<file path="src/rtl/lpm_pkg.sv">
package lpm_pkg;

    // ------------------------------------------------------------------
    // Register map, byte addresses on the Avalon-MM slave
    // ------------------------------------------------------------------
    localparam int ADDR_W = 5;
    localparam logic [4:0] OFS_STATUS_WORD = 5'h00;
    localparam logic [4:0] OFS_STACKED_STATUS = 5'h04;
    localparam logic [4:0] OFS_STACKED_POINTER = 5'h08;
    localparam logic [4:0] OFS_CLOCK_SOURCE = 5'h0C;
    localparam logic [4:0] OFS_CLOCK_STATE = 5'h10;

    // ------------------------------------------------------------------
    // Status word fields
    // ------------------------------------------------------------------
    localparam int SW_W = 16;
    localparam int BIT_GLOBAL_IRQ_ENABLE = 3;
    localparam int BIT_PROCESSOR_HALT = 4;
    localparam int BIT_CRYSTAL_OFF = 5;
    localparam int BIT_DC_GENERATOR_OFF = 6;
    localparam int BIT_SUBSYSTEM_CLOCK_OFF = 7;
    localparam logic [15:0] STATUS_WORD_RESET = 16'h0000;
    localparam logic [15:0] STATUS_WORD_MASK = 16'h01FF;
    localparam logic [15:0] ENTRY_CLEAR_MASK = 16'h00B8;

    // ------------------------------------------------------------------
    // Clock source selection and clock state fields
    // ------------------------------------------------------------------
    localparam int BIT_OSC_FEEDS_SUB = 0;
    localparam int BIT_CRYSTAL_FEEDS_SUB = 1;
    localparam int BIT_OSC_FEEDS_AUX = 2;
    localparam logic [2:0] CLOCK_SOURCE_RESET = 3'h0;
    localparam int ST_PROCESSOR = 0;
    localparam int ST_MAIN = 1;
    localparam int ST_SUB = 2;
    localparam int ST_AUX = 3;
    localparam int ST_OSC = 4;
    localparam int ST_DC_GEN = 5;
    localparam int ST_CRYSTAL = 6;
    localparam int ST_MODE_LSB = 8;

    // ------------------------------------------------------------------
    // Tick dividers per clock domain
    // ------------------------------------------------------------------
    localparam int DIV_MAIN = 1;
    localparam int DIV_SUB = 2;
    localparam int DIV_AUX = 4;

    typedef enum logic [2:0] {
        LPM_ACTIVE = 3'b000,
        LPM_SLEEP_LEVEL_ZERO = 3'b001,
        LPM_SLEEP_LEVEL_ONE = 3'b010,
        LPM_SLEEP_LEVEL_TWO = 3'b011,
        LPM_SLEEP_LEVEL_THREE = 3'b100,
        LPM_SLEEP_LEVEL_FOUR = 3'b101,
        LPM_OTHER = 3'b110
    } lpm_mode_t;

endpackage

</file>
<file path="src/rtl/lpm_mode_ctrl.sv">
// Functional notes
// RQ1 - Four mode bits in the status word select active or sleep levels zero to four.
// RQ2 - All mode bits clear: processor runs, all enabled clocks run.
// RQ3 - Halt bit only: processor and main clock stop, subsystem and auxiliary run.
// RQ4 - Halt plus dc-generator-off: oscillator and generator stop unless feeding subsystem clock.
// RQ5 - Halt plus subsystem-off: subsystem clock and oscillator stop, generator stays on.
// RQ6 - Halt and both generator bits: only the auxiliary clock keeps running; it also stops here when the oscillator feeds it.
// RQ7 - All four bits set: processor and every clock source stop.
// RQ8 - A written mode takes effect at once, with no further event.
// RQ9 - Peripherals on a gated clock stay inactive until that clock runs again.
// RQ10 - Sleep never alters pins, memory or register contents.
// RQ11 - Any enabled interrupt request wakes the device from sleep.
// RQ12 - Interrupt entry saves instruction pointer and status word with mode bits.
// RQ13 - Entry clears halt, subsystem-off and crystal-off bits, not dc-generator-off.
// RQ14 - Interrupt return restores the stacked status word and its mode.
// RQ15 - A stacked word altered in the service routine selects the mode on return.
// RQ16 - Mode bits and stacked word are readable and writable by any access.
// RQ17 - Clock gating never produces shortened or glitched clock pulses.
`timescale 1ns/1ps
`default_nettype none

module lpm_mode_ctrl (
    input wire logic clk,
    input wire logic rst_n,
    input wire logic [4:0] avs_address,
    input wire logic avs_read,
    input wire logic avs_write,
    input wire logic [31:0] avs_writedata,
    output logic [31:0] avs_readdata,
    output logic avs_waitrequest,
    input wire logic irq_request,
    input wire logic nmi_request,
    input wire logic interrupt_return,
    input wire logic [15:0] instruction_pointer,
    output logic irq_accept,
    output logic [15:0] resume_pointer,
    output logic processor_run,
    output logic main_clk_tick,
    output logic sub_clk_tick,
    output logic aux_clk_tick,
    output logic sub_domain_active,
    output logic aux_domain_active,
    output logic tunable_oscillator_en,
    output logic dc_generator_en,
    output logic crystal_en
);

    // ------------------------------------------------------------------
    // State
    // ------------------------------------------------------------------
    logic [15:0] status_word;
    logic [15:0] stacked_status;
    logic [15:0] stacked_pointer;
    logic [2:0] clock_source;
    logic bus_grant;
    logic [31:0] next_readdata;
    logic bus_wr;
    logic take_irq;
    lpm_pkg::lpm_mode_t mode;

    logic processor_halt_bit;
    logic crystal_off_bit;
    logic dc_generator_off_bit;
    logic subsystem_clock_off_bit;
    logic global_irq_enable;

    logic next_main_run;
    logic next_sub_run;
    logic next_aux_run;
    logic next_osc_en;
    logic next_dc_en;
    logic next_crystal_en;
    logic main_active;

    assign processor_halt_bit = status_word[lpm_pkg::BIT_PROCESSOR_HALT];
    assign crystal_off_bit = status_word[lpm_pkg::BIT_CRYSTAL_OFF];
    assign dc_generator_off_bit = status_word[lpm_pkg::BIT_DC_GENERATOR_OFF];
    assign subsystem_clock_off_bit = status_word[lpm_pkg::BIT_SUBSYSTEM_CLOCK_OFF];
    assign global_irq_enable = status_word[lpm_pkg::BIT_GLOBAL_IRQ_ENABLE];

    // ------------------------------------------------------------------
    // Avalon-MM slave: one wait cycle, then the answer
    // ------------------------------------------------------------------
    // The request is held by the master; waitrequest drops for exactly one
    // cycle and the access completes at that edge.
    assign bus_wr = avs_write && !avs_waitrequest;

    always_ff @(posedge clk or negedge rst_n) begin
        if (!rst_n) begin
            bus_grant <= 1'b0;
        end else begin
            bus_grant <= (avs_read || avs_write) && !bus_grant;
        end
    end

    always_ff @(posedge clk or negedge rst_n) begin
        if (!rst_n) begin
            avs_waitrequest <= 1'b1;
        end else begin
            avs_waitrequest <= !((avs_read || avs_write) && !bus_grant);
        end
    end

    always_comb begin
        next_readdata = 32'h0000_0000;
        case (avs_address)
            lpm_pkg::OFS_STATUS_WORD: begin
                next_readdata[15:0] = status_word; // RQ16
            end
            lpm_pkg::OFS_STACKED_STATUS: begin
                next_readdata[15:0] = stacked_status; // RQ16
            end
            lpm_pkg::OFS_STACKED_POINTER: begin
                next_readdata[15:0] = stacked_pointer;
            end
            lpm_pkg::OFS_CLOCK_SOURCE: begin
                next_readdata[2:0] = clock_source;
            end
            lpm_pkg::OFS_CLOCK_STATE: begin
                next_readdata[lpm_pkg::ST_PROCESSOR] = processor_run;
                next_readdata[lpm_pkg::ST_MAIN] = main_active;
                next_readdata[lpm_pkg::ST_SUB] = sub_domain_active;
                next_readdata[lpm_pkg::ST_AUX] = aux_domain_active;
                next_readdata[lpm_pkg::ST_OSC] = tunable_oscillator_en;
                next_readdata[lpm_pkg::ST_DC_GEN] = dc_generator_en;
                next_readdata[lpm_pkg::ST_CRYSTAL] = crystal_en;
                next_readdata[lpm_pkg::ST_MODE_LSB +: 3] = mode;
            end
            default: begin
                next_readdata = 32'h0000_0000;
            end
        endcase
    end

    always_ff @(posedge clk or negedge rst_n) begin
        if (!rst_n) begin
            avs_readdata <= 32'h0000_0000;
        end else if (avs_read && !bus_grant) begin
            avs_readdata <= next_readdata;
        end
    end

    // ------------------------------------------------------------------
    // Interrupt entry and return
    // ------------------------------------------------------------------
    // Non-maskable requests wake regardless of the global enable. A single
    // stack slot is kept, so nested entries overwrite the saved frame.
    assign take_irq = (nmi_request || (irq_request && global_irq_enable)) && !irq_accept; // RQ11

    always_ff @(posedge clk or negedge rst_n) begin
        if (!rst_n) begin
            irq_accept <= 1'b0;
        end else begin
            irq_accept <= take_irq;
        end
    end

    always_ff @(posedge clk or negedge rst_n) begin
        if (!rst_n) begin
            status_word <= lpm_pkg::STATUS_WORD_RESET;
        end else if (take_irq) begin
            status_word <= status_word & ~lpm_pkg::ENTRY_CLEAR_MASK; // RQ13 RQ11
        end else if (interrupt_return) begin
            status_word <= stacked_status; // RQ14 RQ15
        end else if (bus_wr && avs_address == lpm_pkg::OFS_STATUS_WORD) begin
            status_word <= avs_writedata[15:0] & lpm_pkg::STATUS_WORD_MASK; // RQ8 RQ16 RQ1
        end
    end

    always_ff @(posedge clk or negedge rst_n) begin
        if (!rst_n) begin
            stacked_status <= lpm_pkg::STATUS_WORD_RESET;
        end else if (take_irq) begin
            stacked_status <= status_word; // RQ12
        end else if (bus_wr && avs_address == lpm_pkg::OFS_STACKED_STATUS) begin
            stacked_status <= avs_writedata[15:0] & lpm_pkg::STATUS_WORD_MASK; // RQ15 RQ16
        end
    end

    always_ff @(posedge clk or negedge rst_n) begin
        if (!rst_n) begin
            stacked_pointer <= 16'h0000;
        end else if (take_irq) begin
            stacked_pointer <= instruction_pointer; // RQ12
        end else if (bus_wr && avs_address == lpm_pkg::OFS_STACKED_POINTER) begin
            stacked_pointer <= avs_writedata[15:0];
        end
    end

    always_ff @(posedge clk or negedge rst_n) begin
        if (!rst_n) begin
            resume_pointer <= 16'h0000;
        end else begin
            resume_pointer <= stacked_pointer;
        end
    end

    always_ff @(posedge clk or negedge rst_n) begin
        if (!rst_n) begin
            clock_source <= lpm_pkg::CLOCK_SOURCE_RESET;
        end else if (bus_wr && avs_address == lpm_pkg::OFS_CLOCK_SOURCE) begin
            clock_source <= avs_writedata[2:0];
        end
    end

    // ------------------------------------------------------------------
    // Mode decode and clock source control
    // ------------------------------------------------------------------
    // Only clocks are gated; no state anywhere is reset by a mode change.
    always_comb begin
        case ({subsystem_clock_off_bit, dc_generator_off_bit, crystal_off_bit,
               processor_halt_bit})
            4'b0000: mode = lpm_pkg::LPM_ACTIVE; // RQ1
            4'b0001: mode = lpm_pkg::LPM_SLEEP_LEVEL_ZERO;
            4'b0101: mode = lpm_pkg::LPM_SLEEP_LEVEL_ONE;
            4'b1001: mode = lpm_pkg::LPM_SLEEP_LEVEL_TWO;
            4'b1101: mode = lpm_pkg::LPM_SLEEP_LEVEL_THREE;
            4'b1111: mode = lpm_pkg::LPM_SLEEP_LEVEL_FOUR;
            default: mode = lpm_pkg::LPM_OTHER;
        endcase
    end

    always_comb begin
        next_main_run = !processor_halt_bit; // RQ2 RQ3
        next_sub_run = !subsystem_clock_off_bit; // RQ5
        next_osc_en = !subsystem_clock_off_bit
            && !(dc_generator_off_bit && !clock_source[lpm_pkg::BIT_OSC_FEEDS_SUB]); // RQ4 RQ5
        next_dc_en = !(dc_generator_off_bit
            && !(next_osc_en && clock_source[lpm_pkg::BIT_OSC_FEEDS_SUB])); // RQ4 RQ6
        next_crystal_en = !(crystal_off_bit
            && !(next_sub_run && clock_source[lpm_pkg::BIT_CRYSTAL_FEEDS_SUB])); // RQ7
        if (!processor_halt_bit) begin
            next_osc_en = 1'b1; // RQ2
            next_dc_en = 1'b1;
        end
        next_aux_run = clock_source[lpm_pkg::BIT_OSC_FEEDS_AUX] ? next_osc_en
            : next_crystal_en; // RQ6 RQ7
    end

    always_ff @(posedge clk or negedge rst_n) begin
        if (!rst_n) begin
            processor_run <= 1'b1;
        end else begin
            processor_run <= next_main_run; // RQ8 RQ10
        end
    end

    always_ff @(posedge clk or negedge rst_n) begin
        if (!rst_n) begin
            tunable_oscillator_en <= 1'b1;
        end else begin
            tunable_oscillator_en <= next_osc_en; // RQ8
        end
    end

    always_ff @(posedge clk or negedge rst_n) begin
        if (!rst_n) begin
            dc_generator_en <= 1'b1;
        end else begin
            dc_generator_en <= next_dc_en; // RQ4 RQ6
        end
    end

    // A crystal that feeds a running subsystem domain is kept on, so that
    // domain never loses its source while the off bit is set.
    always_ff @(posedge clk or negedge rst_n) begin
        if (!rst_n) begin
            crystal_en <= 1'b1;
        end else begin
            crystal_en <= next_crystal_en; // RQ7
        end
    end

    // ------------------------------------------------------------------
    // Gated clock ticks for the processor and peripheral domains
    // ------------------------------------------------------------------
    // Peripherals advance only on their tick, so a stopped domain is held
    // inactive until its tick returns.
    lpm_tick_gate #(.DIV(lpm_pkg::DIV_MAIN)) u_main_gate (
        .clk(clk),
        .rst_n(rst_n),
        .run(next_main_run),
        .tick(main_clk_tick),
        .active(main_active)
    ); // RQ17

    lpm_tick_gate #(.DIV(lpm_pkg::DIV_SUB)) u_sub_gate (
        .clk(clk),
        .rst_n(rst_n),
        .run(next_sub_run && next_osc_en),
        .tick(sub_clk_tick),
        .active(sub_domain_active)
    ); // RQ9

    lpm_tick_gate #(.DIV(lpm_pkg::DIV_AUX)) u_aux_gate (
        .clk(clk),
        .rst_n(rst_n),
        .run(next_aux_run),
        .tick(aux_clk_tick),
        .active(aux_domain_active)
    ); // RQ9

endmodule

`default_nettype wire

</file>
<file path="src/rtl/lpm_tick_gate.sv">
`timescale 1ns/1ps
`default_nettype none

module lpm_tick_gate #(
    parameter int DIV = 1
) (
    input wire logic clk,
    input wire logic rst_n,
    input wire logic run,
    output logic tick,
    output logic active
);

    // ------------------------------------------------------------------
    // Gated tick generator
    // ------------------------------------------------------------------
    // A period that has started is always finished, so a stop request never
    // shortens the last pulse and a start always begins a full period.
    logic [7:0] count;
    logic period_end;

    assign period_end = (count == 8'(DIV - 1));

    always_ff @(posedge clk or negedge rst_n) begin
        if (!rst_n) begin
            count <= 8'h00;
        end else if (!active || period_end) begin
            count <= 8'h00;
        end else begin
            count <= count + 8'h01;
        end
    end

    always_ff @(posedge clk or negedge rst_n) begin
        if (!rst_n) begin
            active <= 1'b0;
        end else if (!active) begin
            active <= run;
        end else if (period_end) begin
            active <= run; // RQ17
        end
    end

    always_ff @(posedge clk or negedge rst_n) begin
        if (!rst_n) begin
            tick <= 1'b0;
        end else begin
            tick <= active && period_end;
        end
    end

endmodule

`default_nettype wire

</file>
<file path="config.mk">
export PLATFORM = sky130hd
export DESIGN_NAME = lpm_mode_ctrl
export DESIGN_NICKNAME = d
export VERILOG_FILES = /design/src/rtl/lpm_pkg.sv /design/src/rtl/lpm_mode_ctrl.sv /design/src/rtl/lpm_tick_gate.sv
export SDC_FILE = /design/constraint.sdc
export NUM_CORES = 1
export LEC_CHECK = 0
export BUFFER_PORTS_ARGS = -buffer_cell sky130_fd_sc_hd__buf_2
export CORE_MARGIN = 2
export CORE_UTILIZATION = 50
export CTS_BUF_LIST = sky130_fd_sc_hd__clkbuf_2 sky130_fd_sc_hd__clkbuf_4 sky130_fd_sc_hd__clkbuf_8
export DETAILED_ROUTE_END_ITERATION = 6
export GPL_TIMING_DRIVEN = 0
export MAX_ROUTING_LAYER = met4
export PLACE_DENSITY = 0.73
export SLEW_MARGIN = 5
export SYNTH_ARGS = -nofsm -noshare
export SYNTH_HDL_FRONTEND = slang
export SYNTH_SLANG_ARGS = --single-unit
</file>
<file path="constraint.sdc">
create_clock -name clk -period 1.9 [get_ports clk]
set_input_delay 0.57 -clock clk [delete_from_list [all_inputs] [get_ports clk]]
set_output_delay 0.57 -clock clk [all_outputs]
set_load 0.005 [all_outputs]
</file>
# Word-level counts from Yosys, hierarchy flattened
# Cells that the tools add are included.
[totals]
register_bits = 120
out_inout_bits = 59
elab_cells = 110
[classes]
add_sub_neg = 3
n_eq_ne = 11
muxes = 25
bitwise = 1
n_reduce_logical = 47
[ops]
columns = ["operator", "count"]
rows = [
  ["2-to-1 mux 16 bit", 6],
  ["2-to-1 mux 8 bit", 4],
  ["adder 8 x 1 -> 8 bit, second input constant", 3],
  ["logical AND 1 bit", 19],
  ["case mux 3 bit (6 select lines)", 1],
  ["case mux 4 bit (4 select lines)", 1],
  ["logical NOT 1 bit", 15],
  ["case mux 3 bit (5 select lines)", 1],
  ["case mux 5 bit (3 select lines)", 1],
  ["== test 4 bit, second input constant", 3],
  ["case mux 3 bit (4 select lines)", 1],
  ["== test 5 x 4 -> 1 bit, second input constant", 2],
  ["2-to-1 mux 1 bit", 9],
  ["== test 8 x 1 -> 1 bit, second input constant", 1],
  ["== test 8 x 2 -> 1 bit, second input constant", 1],
  ["logical NOT 8 bit", 1],
  ["nonzero test 2 bit", 3],
  ["== test 5 x 3 -> 1 bit, second input constant", 1],
  ["== test 5 bit, second input constant", 1],
  ["logical NOT 5 bit", 1],
  ["logical OR 1 bit", 5],
  ["== test 4 x 1 -> 1 bit, second input constant", 1],
  ["== test 4 x 3 -> 1 bit, second input constant", 1],
  ["logical NOT 4 bit", 1],
  ["4 further kinds", 4],
]

# Logic depth before layout (Yosys ltp)
# Gate-level depths: netlist of the first run.
[logic_depth]
word_depth = 9
mapped_depth = 7
depth_no_buf = 6

# By module
# A second synthesis of the first run with hierarchy kept.
[unflattened]
cells_unflattened = 549
hier_area_um2 = 5599.1
[by_module_without_submodules]
columns = ["module", "n_inst", "cells_each", "area_each_um2"]
rows = [
  ["lpm_mode_ctrl", 1, 419, 4220.3],
  ["lpm_tick_gate (u_main_gate)", 1, 45, 465.4],
  ["lpm_tick_gate (u_sub_gate)", 1, 43, 457.9],
  ["lpm_tick_gate (u_aux_gate)", 1, 42, 455.4],
]

# Worst setup path after synthesis of the first run
# Ideal clock, no wire load.
[synth_timing]
kind = "input-to-reg"
start = "input port avs_address[3]"
end = "register clock_source[0]"
arrival_ps = 1738
path_slack_ps = 37
path_stages = 5
path_buffers = 2
path_cell_list = "buf_2 > clkbuf_1 > nand2_1 > nor3_1 > mux2_2"
[synth_between]
elab_chain_cells = 2
[synth_lines]
columns = ["element", "line_no", "text"]
rows = [
  ["start: declaration", "lpm_mode_ctrl.sv:25", "input wire logic [4:0] avs_address,"],
  ["== test 5 x 4 -> 1 bit", "lpm_mode_ctrl.sv:201", "end else if (bus_wr && avs_address == lpm_pkg::OFS_CLOCK_SOURCE) begin"],
  ["logical AND 1 bit", "lpm_mode_ctrl.sv:201", ""],
  ["end signal: assignment", "lpm_mode_ctrl.sv:200", "clock_source <= lpm_pkg::CLOCK_SOURCE_RESET;"],
  ["end signal: assignment", "lpm_mode_ctrl.sv:202", "clock_source <= avs_writedata[2:0];"],
  ["end: declaration", "lpm_mode_ctrl.sv:54", "logic [2:0] clock_source;"],
]
# No other way between the ends.
# A chain may end at the register's enable or synchronous reset.

# Final worst setup path of the first run
[layout_timing]
start = "register u_main_gate.count[1]"
end = "register u_main_gate.count[1]"
[layout_between]
elab_chain_cells = 3
elab_cells_between_ends = 4
[layout_lines]
columns = ["element", "line_no", "text"]
rows = [
  ["start: declaration", "lpm_tick_gate.sv:19", "logic [7:0] count;"],
  ["start signal: assignment", "lpm_tick_gate.sv:30", "count <= count + 8'h01;"],
  ["parallel branches: the longest is 2 deep, another holds adder 8 x 1 -> 8 bit", "n/a", ""],
  ["2-to-1 mux 8 bit (*)", "lpm_tick_gate.sv:27", "end else if (!active || period_end) begin"],
]
# Every way passes the cells marked *.

==> results.md, run 1 <==
* Drt initial violations at 250
* First-pass GRT wire length at 20,800 um
* Final Cycle Share at 97.7%
* Slew @ Worst Pin at 544 ps
* Starting Density at 50.9%
* Core Box Area at 10,700 um^2
* Remaining Overflow, GRT at 0
* Slew Limit Headroom at 63.8%
* Synth top area share at 52.6%
* H-tree depth at 4
* Initial antenna violation count at 0
* Status: completed
* Root buffer cell: clkbuf_8
* Leakage at 3.22 nW
* Die ar. at 11,800 um^2
* Final net count at 701
* Top cells by area, synth: dfrtp_1, mux2i_1, nand2_1, nor2_1, o21ai_0
* Synthesized flop and latch total at 120
* Post-synth EDFFs at 0
* Power Total at 0.00717 W
* Post-synthesis sequential area ratio at 55.0%
* Finished Cell Area at 6610 um^2
* Dpl cell area at 6150 um^2
* Clk_lat worst skew at 440 ps
* Peak supply drop at 0.570 mV
* Top Metal Used: met4
* GP Congestion at 0.868
* Worst Setup End Kind: flop
* Placed Cells incl. Taps at 755
* Crit path time final at 1860 ps
* Mapped cell area at 5470 um^2
* Worst EP arrival at 2190 ps
* Wirelength per Cell at 16.9 um
* Max Slew Vio Count at 0
* Ys Warns at 0
* Power Dens Cells at 1080 nW/um^2
* Share of layout cells above drive strength 1 at 27.1%
* Antenna Violating Nets Remaining at 0
* Main synth FF type: dfrtp_1
* Largest net degree at the start of global routing at 83
* # setup viols final at 0
* Post-Route WL at 13,400 um
* Met3 wire length at 844 um
* Ys async rst share at 100%
* R2R setup slack at 40 ps
* GRT Total Usage at 24.3%
* F_max at 538 MHz
* Mean area per synthesized cell at 10.6 um^2
* Worst Hold Class: primary input to asynchronous set/reset pin
* DRC viols at 0
* Pre-antenna DRT Iters at 5
* Port buffer count at 83
* Chip width at 109 um
* DR WL met2 at 6550 um
* Final Hold Violating Endpoints at 0
* Max-cap violations at 0
* Kind of critical path: flop to flop
* Unique masters post-synth at 48
* Area leader, netlist: dfrtp_1
* WL met1 at 5630 um
* CP required at 2230 ps
* Final Non-Filler Cells at 789
* CTS max path bufs at 2
* Detailed Place HPWL at 9460 um
* Vias per cell at 5.49
* CP Launch Type: flop
* Antenna Cells at 0
* Commonest cells in the netlist: dfrtp_1, nand2_1, nor2_1
* Critical Path Fanout Max at 4
* Vias at 4,333
* Number of global-route vias before repair at 4,189
* CTS tree: built
* CTS Buf Count at 17
* I/O pins at 119
* # clock sinks at 120
* Skew final at 12.6 ps
* Cell with the most instances after synthesis: dfrtp_1
* Worst-path clk slew at 70 ps
* Layout Area Growth over Synthesis at 20.9%
* Die height at 109 um
* Std-Cell Rows at 38
* Post-Synthesis Cells at 516
-- critical path: stages (launching register included) --
cell     delay (ps)
dfrtp_1         410
inv_1            70
ha_1            130
or4b_4          450
or4_4           480
and3_1          210
-- final cells by class --
| cell class | count | area, um^2 |
|---|---|---|
| clock inverters | 11 | 121 |
| plain buffers | 49 | 289 |
| flip-flops and latches | 120 | 3010 |
| well taps | 140 | 175 |
| clock buffers | 21 | 283 |
| repair buffers | 86 | 464 |
| inverters | 9 | 33.8 |
| multi-input cells | 353 | 2230 |
| fillers | 924 | 4130 |
-- routing by layer --
metal	vias up	GRT usage [%]
met3	29	5.73
met1	2134	30.9
met4	0	10.2
met2	155	37.7
li1	2015	-
met5	-	-
-- per-stage QoR --
stage / utilization [%] / hold slack [ps] / worst slack (ps) / setup TNS, ps
detailed placement: 57.2 / 386 / -296 / -12100
floorplan: - / 274 / 37.1 / 0
global route: 61.5 / 49.2 / -34.4 / -165
finish: 61.5 / 35.4 / 42.9 / 0
global placement: 56.9 / 388 / -1170 / -147200
CTS: 61.1 / 32.6 / 1.20 / 0
-- layout by cell type, fill, tap and decap left out, drive strengths merged, types with 2 or more instances in the layout --
cell      count
dfstp         5
dfrtp       115
ha            5
a32oi         5
or4b          2
nand2        66
clkbuf       37
clkinv        3
conb         16
a21oi         8
nor2b         4
o2bb2ai       4
nor3b         2
a31oi        18
nor2         61
xnor2         6
and3         10
mux4          3
nand2b        5
or2           2
a22o         13
inv          10
and2          2
a211oi        4
a221oi        3
clkinvlp      5
buf         119
bufinv        2
a22oi         2
xor2         12
nor3          4
o21ai        30
nor4          2
mux2i        32
nand3        13
a32o          7
nand3b        3
mux2          2
-- sequential cells by signal, indices dropped and copies added, names as in the netlist --
signal	cells
u_aux_gate.active	1
u_sub_gate.count	8
u_main_gate.active	1
u_sub_gate.active	1
tunable_oscillator_en	1
processor_run	1
stacked_pointer	16
status_word	16
u_main_gate.count	8
irq_accept	1
u_aux_gate.count	8
u_sub_gate.tick	1
stacked_status	16
dc_generator_en	1
u_main_gate.tick	1
u_aux_gate.tick	1
crystal_en	1
clock_source	3
bus_grant	1
resume_pointer	16
avs_readdata	16
avs_waitrequest	1
-- power by group --
| group | total (W) | switching (W) | internal [W] |
|---|---|---|---|
| sequential | 0.00339 | 0.000360 | 0.00303 |
| clock | 0.00232 | 0.00104 | 0.00128 |
| combinational | 0.00146 | 0.000809 | 0.000648 |
-- logic make-up (layout without fill, tap and decap cells) --
kind of cell             Yosys count  after routing  share of synthesized area, %
XOR/XNOR                          18             18                          2.88
AO/OA/AOI/OAI                     98             98                          12.6
buffers and inverters             58            176                          5.81
multiplexers                      37             37                          7.50
AND/OR/NAND/NOR                  179            179                          15.0
flip-flops                       120            120                          55.0
adder cells (fa/ha/maj)            5              5                          1.14
other                              1             16                        0.0686
-- path summary, 6_finish.rpt --
| path | startpoint | endpoint | cells past startpoint |
|---|---|---|---|
| hold reg to reg | stacked_pointer[7] | resume_pointer[7] | 0 |
| setup / recovery | u_main_gate.count[1] | u_main_gate.count[1] | 5 |
| max in group asynchronous | rst_n | tunable_oscillator_en | 2 |
| hold / removal | rst_n | u_sub_gate.count[2] | 1 |
| setup reg to reg | u_main_gate.count[1] | u_main_gate.count[1] | 5 |
| min in group clk | avs_writedata[9] | stacked_pointer[9] | 3 |
-- repair_timing --
| item | in CTS | in global routing |
|---|---|---|
| resized for setup | 3 | 8 |
| pin swaps | 0 | 1 |
| endpoints found under the setup margin | 28 | 35 |
| setup buffers | 0 | 2 |
| hold buffers | 0 | 0 |
Note: power is estimated with default switching activity, not from simulation.
==> inputs of run 2 (changes only) <==
CORE_UTILIZATION = 51   (was 50)
HOLD_SLACK_MARGIN = 0.15   (was not set)
PLACE_DENSITY = 0.75   (was 0.73)
SETUP_SLACK_MARGIN = 0.2   (was not set)
==> run 2 against run 1 <==
Sequential power about the same. Final cell count increased by 0.89%. First-iteration DRC count increased by 41%. Critical path type unchanged. Highest routed layer unchanged.
==> results.md, run 2 (synthesized netlist as in run 1, its figures left out) <==
* Status: completed
* Kind of critical path: flop to flop
* Cells on worst reg2reg path at 5 (unchanged)
* Final Hold Violating Endpoints at 0 (unchanged)
* Chip width at 108 um (-0.95%)
* RSZ-0062 raised after global routing: yes
* Remaining Overflow, GRT at 0 (unchanged)
* Drt initial violations at 353 (+41%)
* Layout Area Growth over Synthesis at 24.1%
* CTS Buf Count at 17 (unchanged)
* Hold Path Cell Cnt at 3
* End point of the critical path: u_main_gate.count[1]
* Worst Setup End Kind: flop
* Clk_lat worst skew at 440 ps (about the same)
* CP Launch Type: flop
* Worst Hold Class: primary input to flop
* CP required at 2220 ps (about the same)
* CTS tree: built
* H-tree depth at 4 (unchanged)
* Critical Path Fanout Max at 3 (-1)
* Share of layout cells above drive strength 1 at 29.5% (+2.4 points)
* Placed Cells incl. Taps at 751 (-0.53%)
* Largest net degree at the start of global routing at 73 (-12%)
* # setup viols final at 0 (unchanged)
* Peak supply drop at 0.824 mV (+45%)
* Power Dens Cells at 1090 nW/um^2 (+0.78%)
* Commonest non-fill, non-tap cell in the layout: dfrtp_1
* Vias at 4,314 (-0.44%)
* I/O pins at 119 (unchanged)
* F_max at 555 MHz (+3.0%)
* Root buffer cell: clkbuf_8
* # clock sinks at 120 (unchanged)
* Skew final at 12.6 ps (-0.0240 ps)
* GRT Total Usage at 25.3% (+0.91 points)
* Final net count at 712 (+1.6%)
* Most frequent cells in the layout: dfrtp_1, buf_2, nand2_1
* Fillers at 854 (-7.6%)
* Power Total at 0.00742 W (+3.5%)
* Max Slew Vio Count at 0 (unchanged)
* CP Launch Point: u_main_gate.count[0]
* Core Box Area at 10,400 um^2 (-3.5%)
* Leakage at 3.32 nW (+3.1%)
* Antenna Violating Nets Remaining at 0 (unchanged)
* Antenna Cells at 0 (unchanged)
* Detailed Place HPWL at 9520 um (+0.59%)
* CTS max path bufs at 2 (unchanged)
* Worst EP arrival at 2120 ps (-70 ps)
* Port buffer count at 83 (unchanged)
* Final Non-Filler Cells at 796 (+0.89%)
* GP Congestion at 0.847 (-2.5%)
* DRC viols at 0 (unchanged)
* Worst hold slack at 375 ps (+339 ps)
* First-pass GRT wire length at 21,500 um (+3.3%)
* Slew @ Worst Pin at 566 ps (+22.3 ps)
* Std-Cell Rows at 37 (-2.6%)
* Vias per cell at 5.42 (-1.3%)
* Starting Density at 52.8% (+1.8 points)
* Post-Route WL at 13,500 um (+0.88%)
* Pre-antenna DRT Iters at 5 (unchanged)
* Worst-path clk slew at 70 ps (about the same)
* R2R setup slack at 100 ps (+50 ps)
* Die height at 108 um (-0.95%)
* Crit path time final at 1800 ps (-54.8 ps)
* Die ar. at 11,600 um^2 (-1.9%)
* Worst reg2reg path startpoint: u_main_gate.count[0]
* Number of global-route vias before repair at 4,256 (+1.6%)
* Slew Limit Headroom at 62.3% (-1.5 points)
* Final Cycle Share at 94.9% (-2.9 points)
* Initial antenna violation count at 0 (unchanged)
* Wirelength per Cell at 16.9 um (about the same)
* Max-cap violations at 0 (unchanged)
* Reg-to-Reg End: u_main_gate.count[1]
[run 2: cell count changes in the layout (fill, tap and decap cells not counted), moves of 3 or more]
cell and delta:
buf_2 -7, buf_4 +8, clkinvlp_4 -3, buf_6 +7, clkbuf_8 -3, clkbuf_4 +4
[run 2: power by group]
group,total (W),switching (W),internal (W)
Clock,0.00237,0.00103,0.00134
Combinational,0.00166,0.000870,0.000787
Sequential,0.00339,0.000358,0.00303
[run 2: timing repair]
action	CTS	global route
setup buffers	4	7
pin swaps	1	3
hold buffers	1	0
gates cloned	0	1
endpoints found under the hold margin	46	0
resized for setup	8	20
setup endpoints to repair	57	55
[run 2: worst min-delay path by stage]
stage | from | to | slack [ps]
3_5_place_dp | stacked_pointer[11] | resume_pointer[11] | 390
3_3_place_gp | stacked_pointer[7] | resume_pointer[7] | 390
4_1_cts | instruction_pointer[1] | stacked_pointer[1] | 360
2_1_floorplan | rst_n | avs_readdata[0] | 270
6_report | instruction_pointer[13] | stacked_pointer[13] | 370
5_1_grt | instruction_pointer[14] | stacked_pointer[14] | 360
[run 2: cell type report]
cell class                      instances  area [um^2]  share of cell area [%]
Inverter                                9         33.8                   0.498
Clock buffer                           20          256                    3.78
Clock inverter                         12          151                    2.23
Buffer                                 49          330                    4.86
Timing Repair Buffer                   97          553                    8.14
Sequential cell                       120         3010                    44.3
Multi-Input combinational cell        353         2280                    33.6
Tap cell                              136          170                    2.51
[run 2: metrics by stage]
step	setup TNS (ps)	util (%)	instance area (um^2)	setup slack (ps)
finish	0	65.5	6790	97.7
global route	0	65.5	6790	55.3
CTS	0	64.2	6660	118
detailed placement	-9680	59.6	6180	-387
global placement	-142830	59.3	6150	-1160
floorplan	0	-	5560	149
[run 2: critical path, cell delays in order (launching register included)]
cell and delay [ps]:
dfrtp_1 400, inv_2 70, ha_4 120, or4b_1 430, or4_4 490, and3_4 190
[run 2: routing by layer]
layer / global-route usage, % / up-vias / part of all wire [%]
met5: - / - / 0
met2: 40.3 / 149 / 50
met1: 32.4 / 2114 / 43
met4: 7.88 / 0 / 1.4
li1: - / 2030 / -
met3: 5.69 / 21 / 6.0
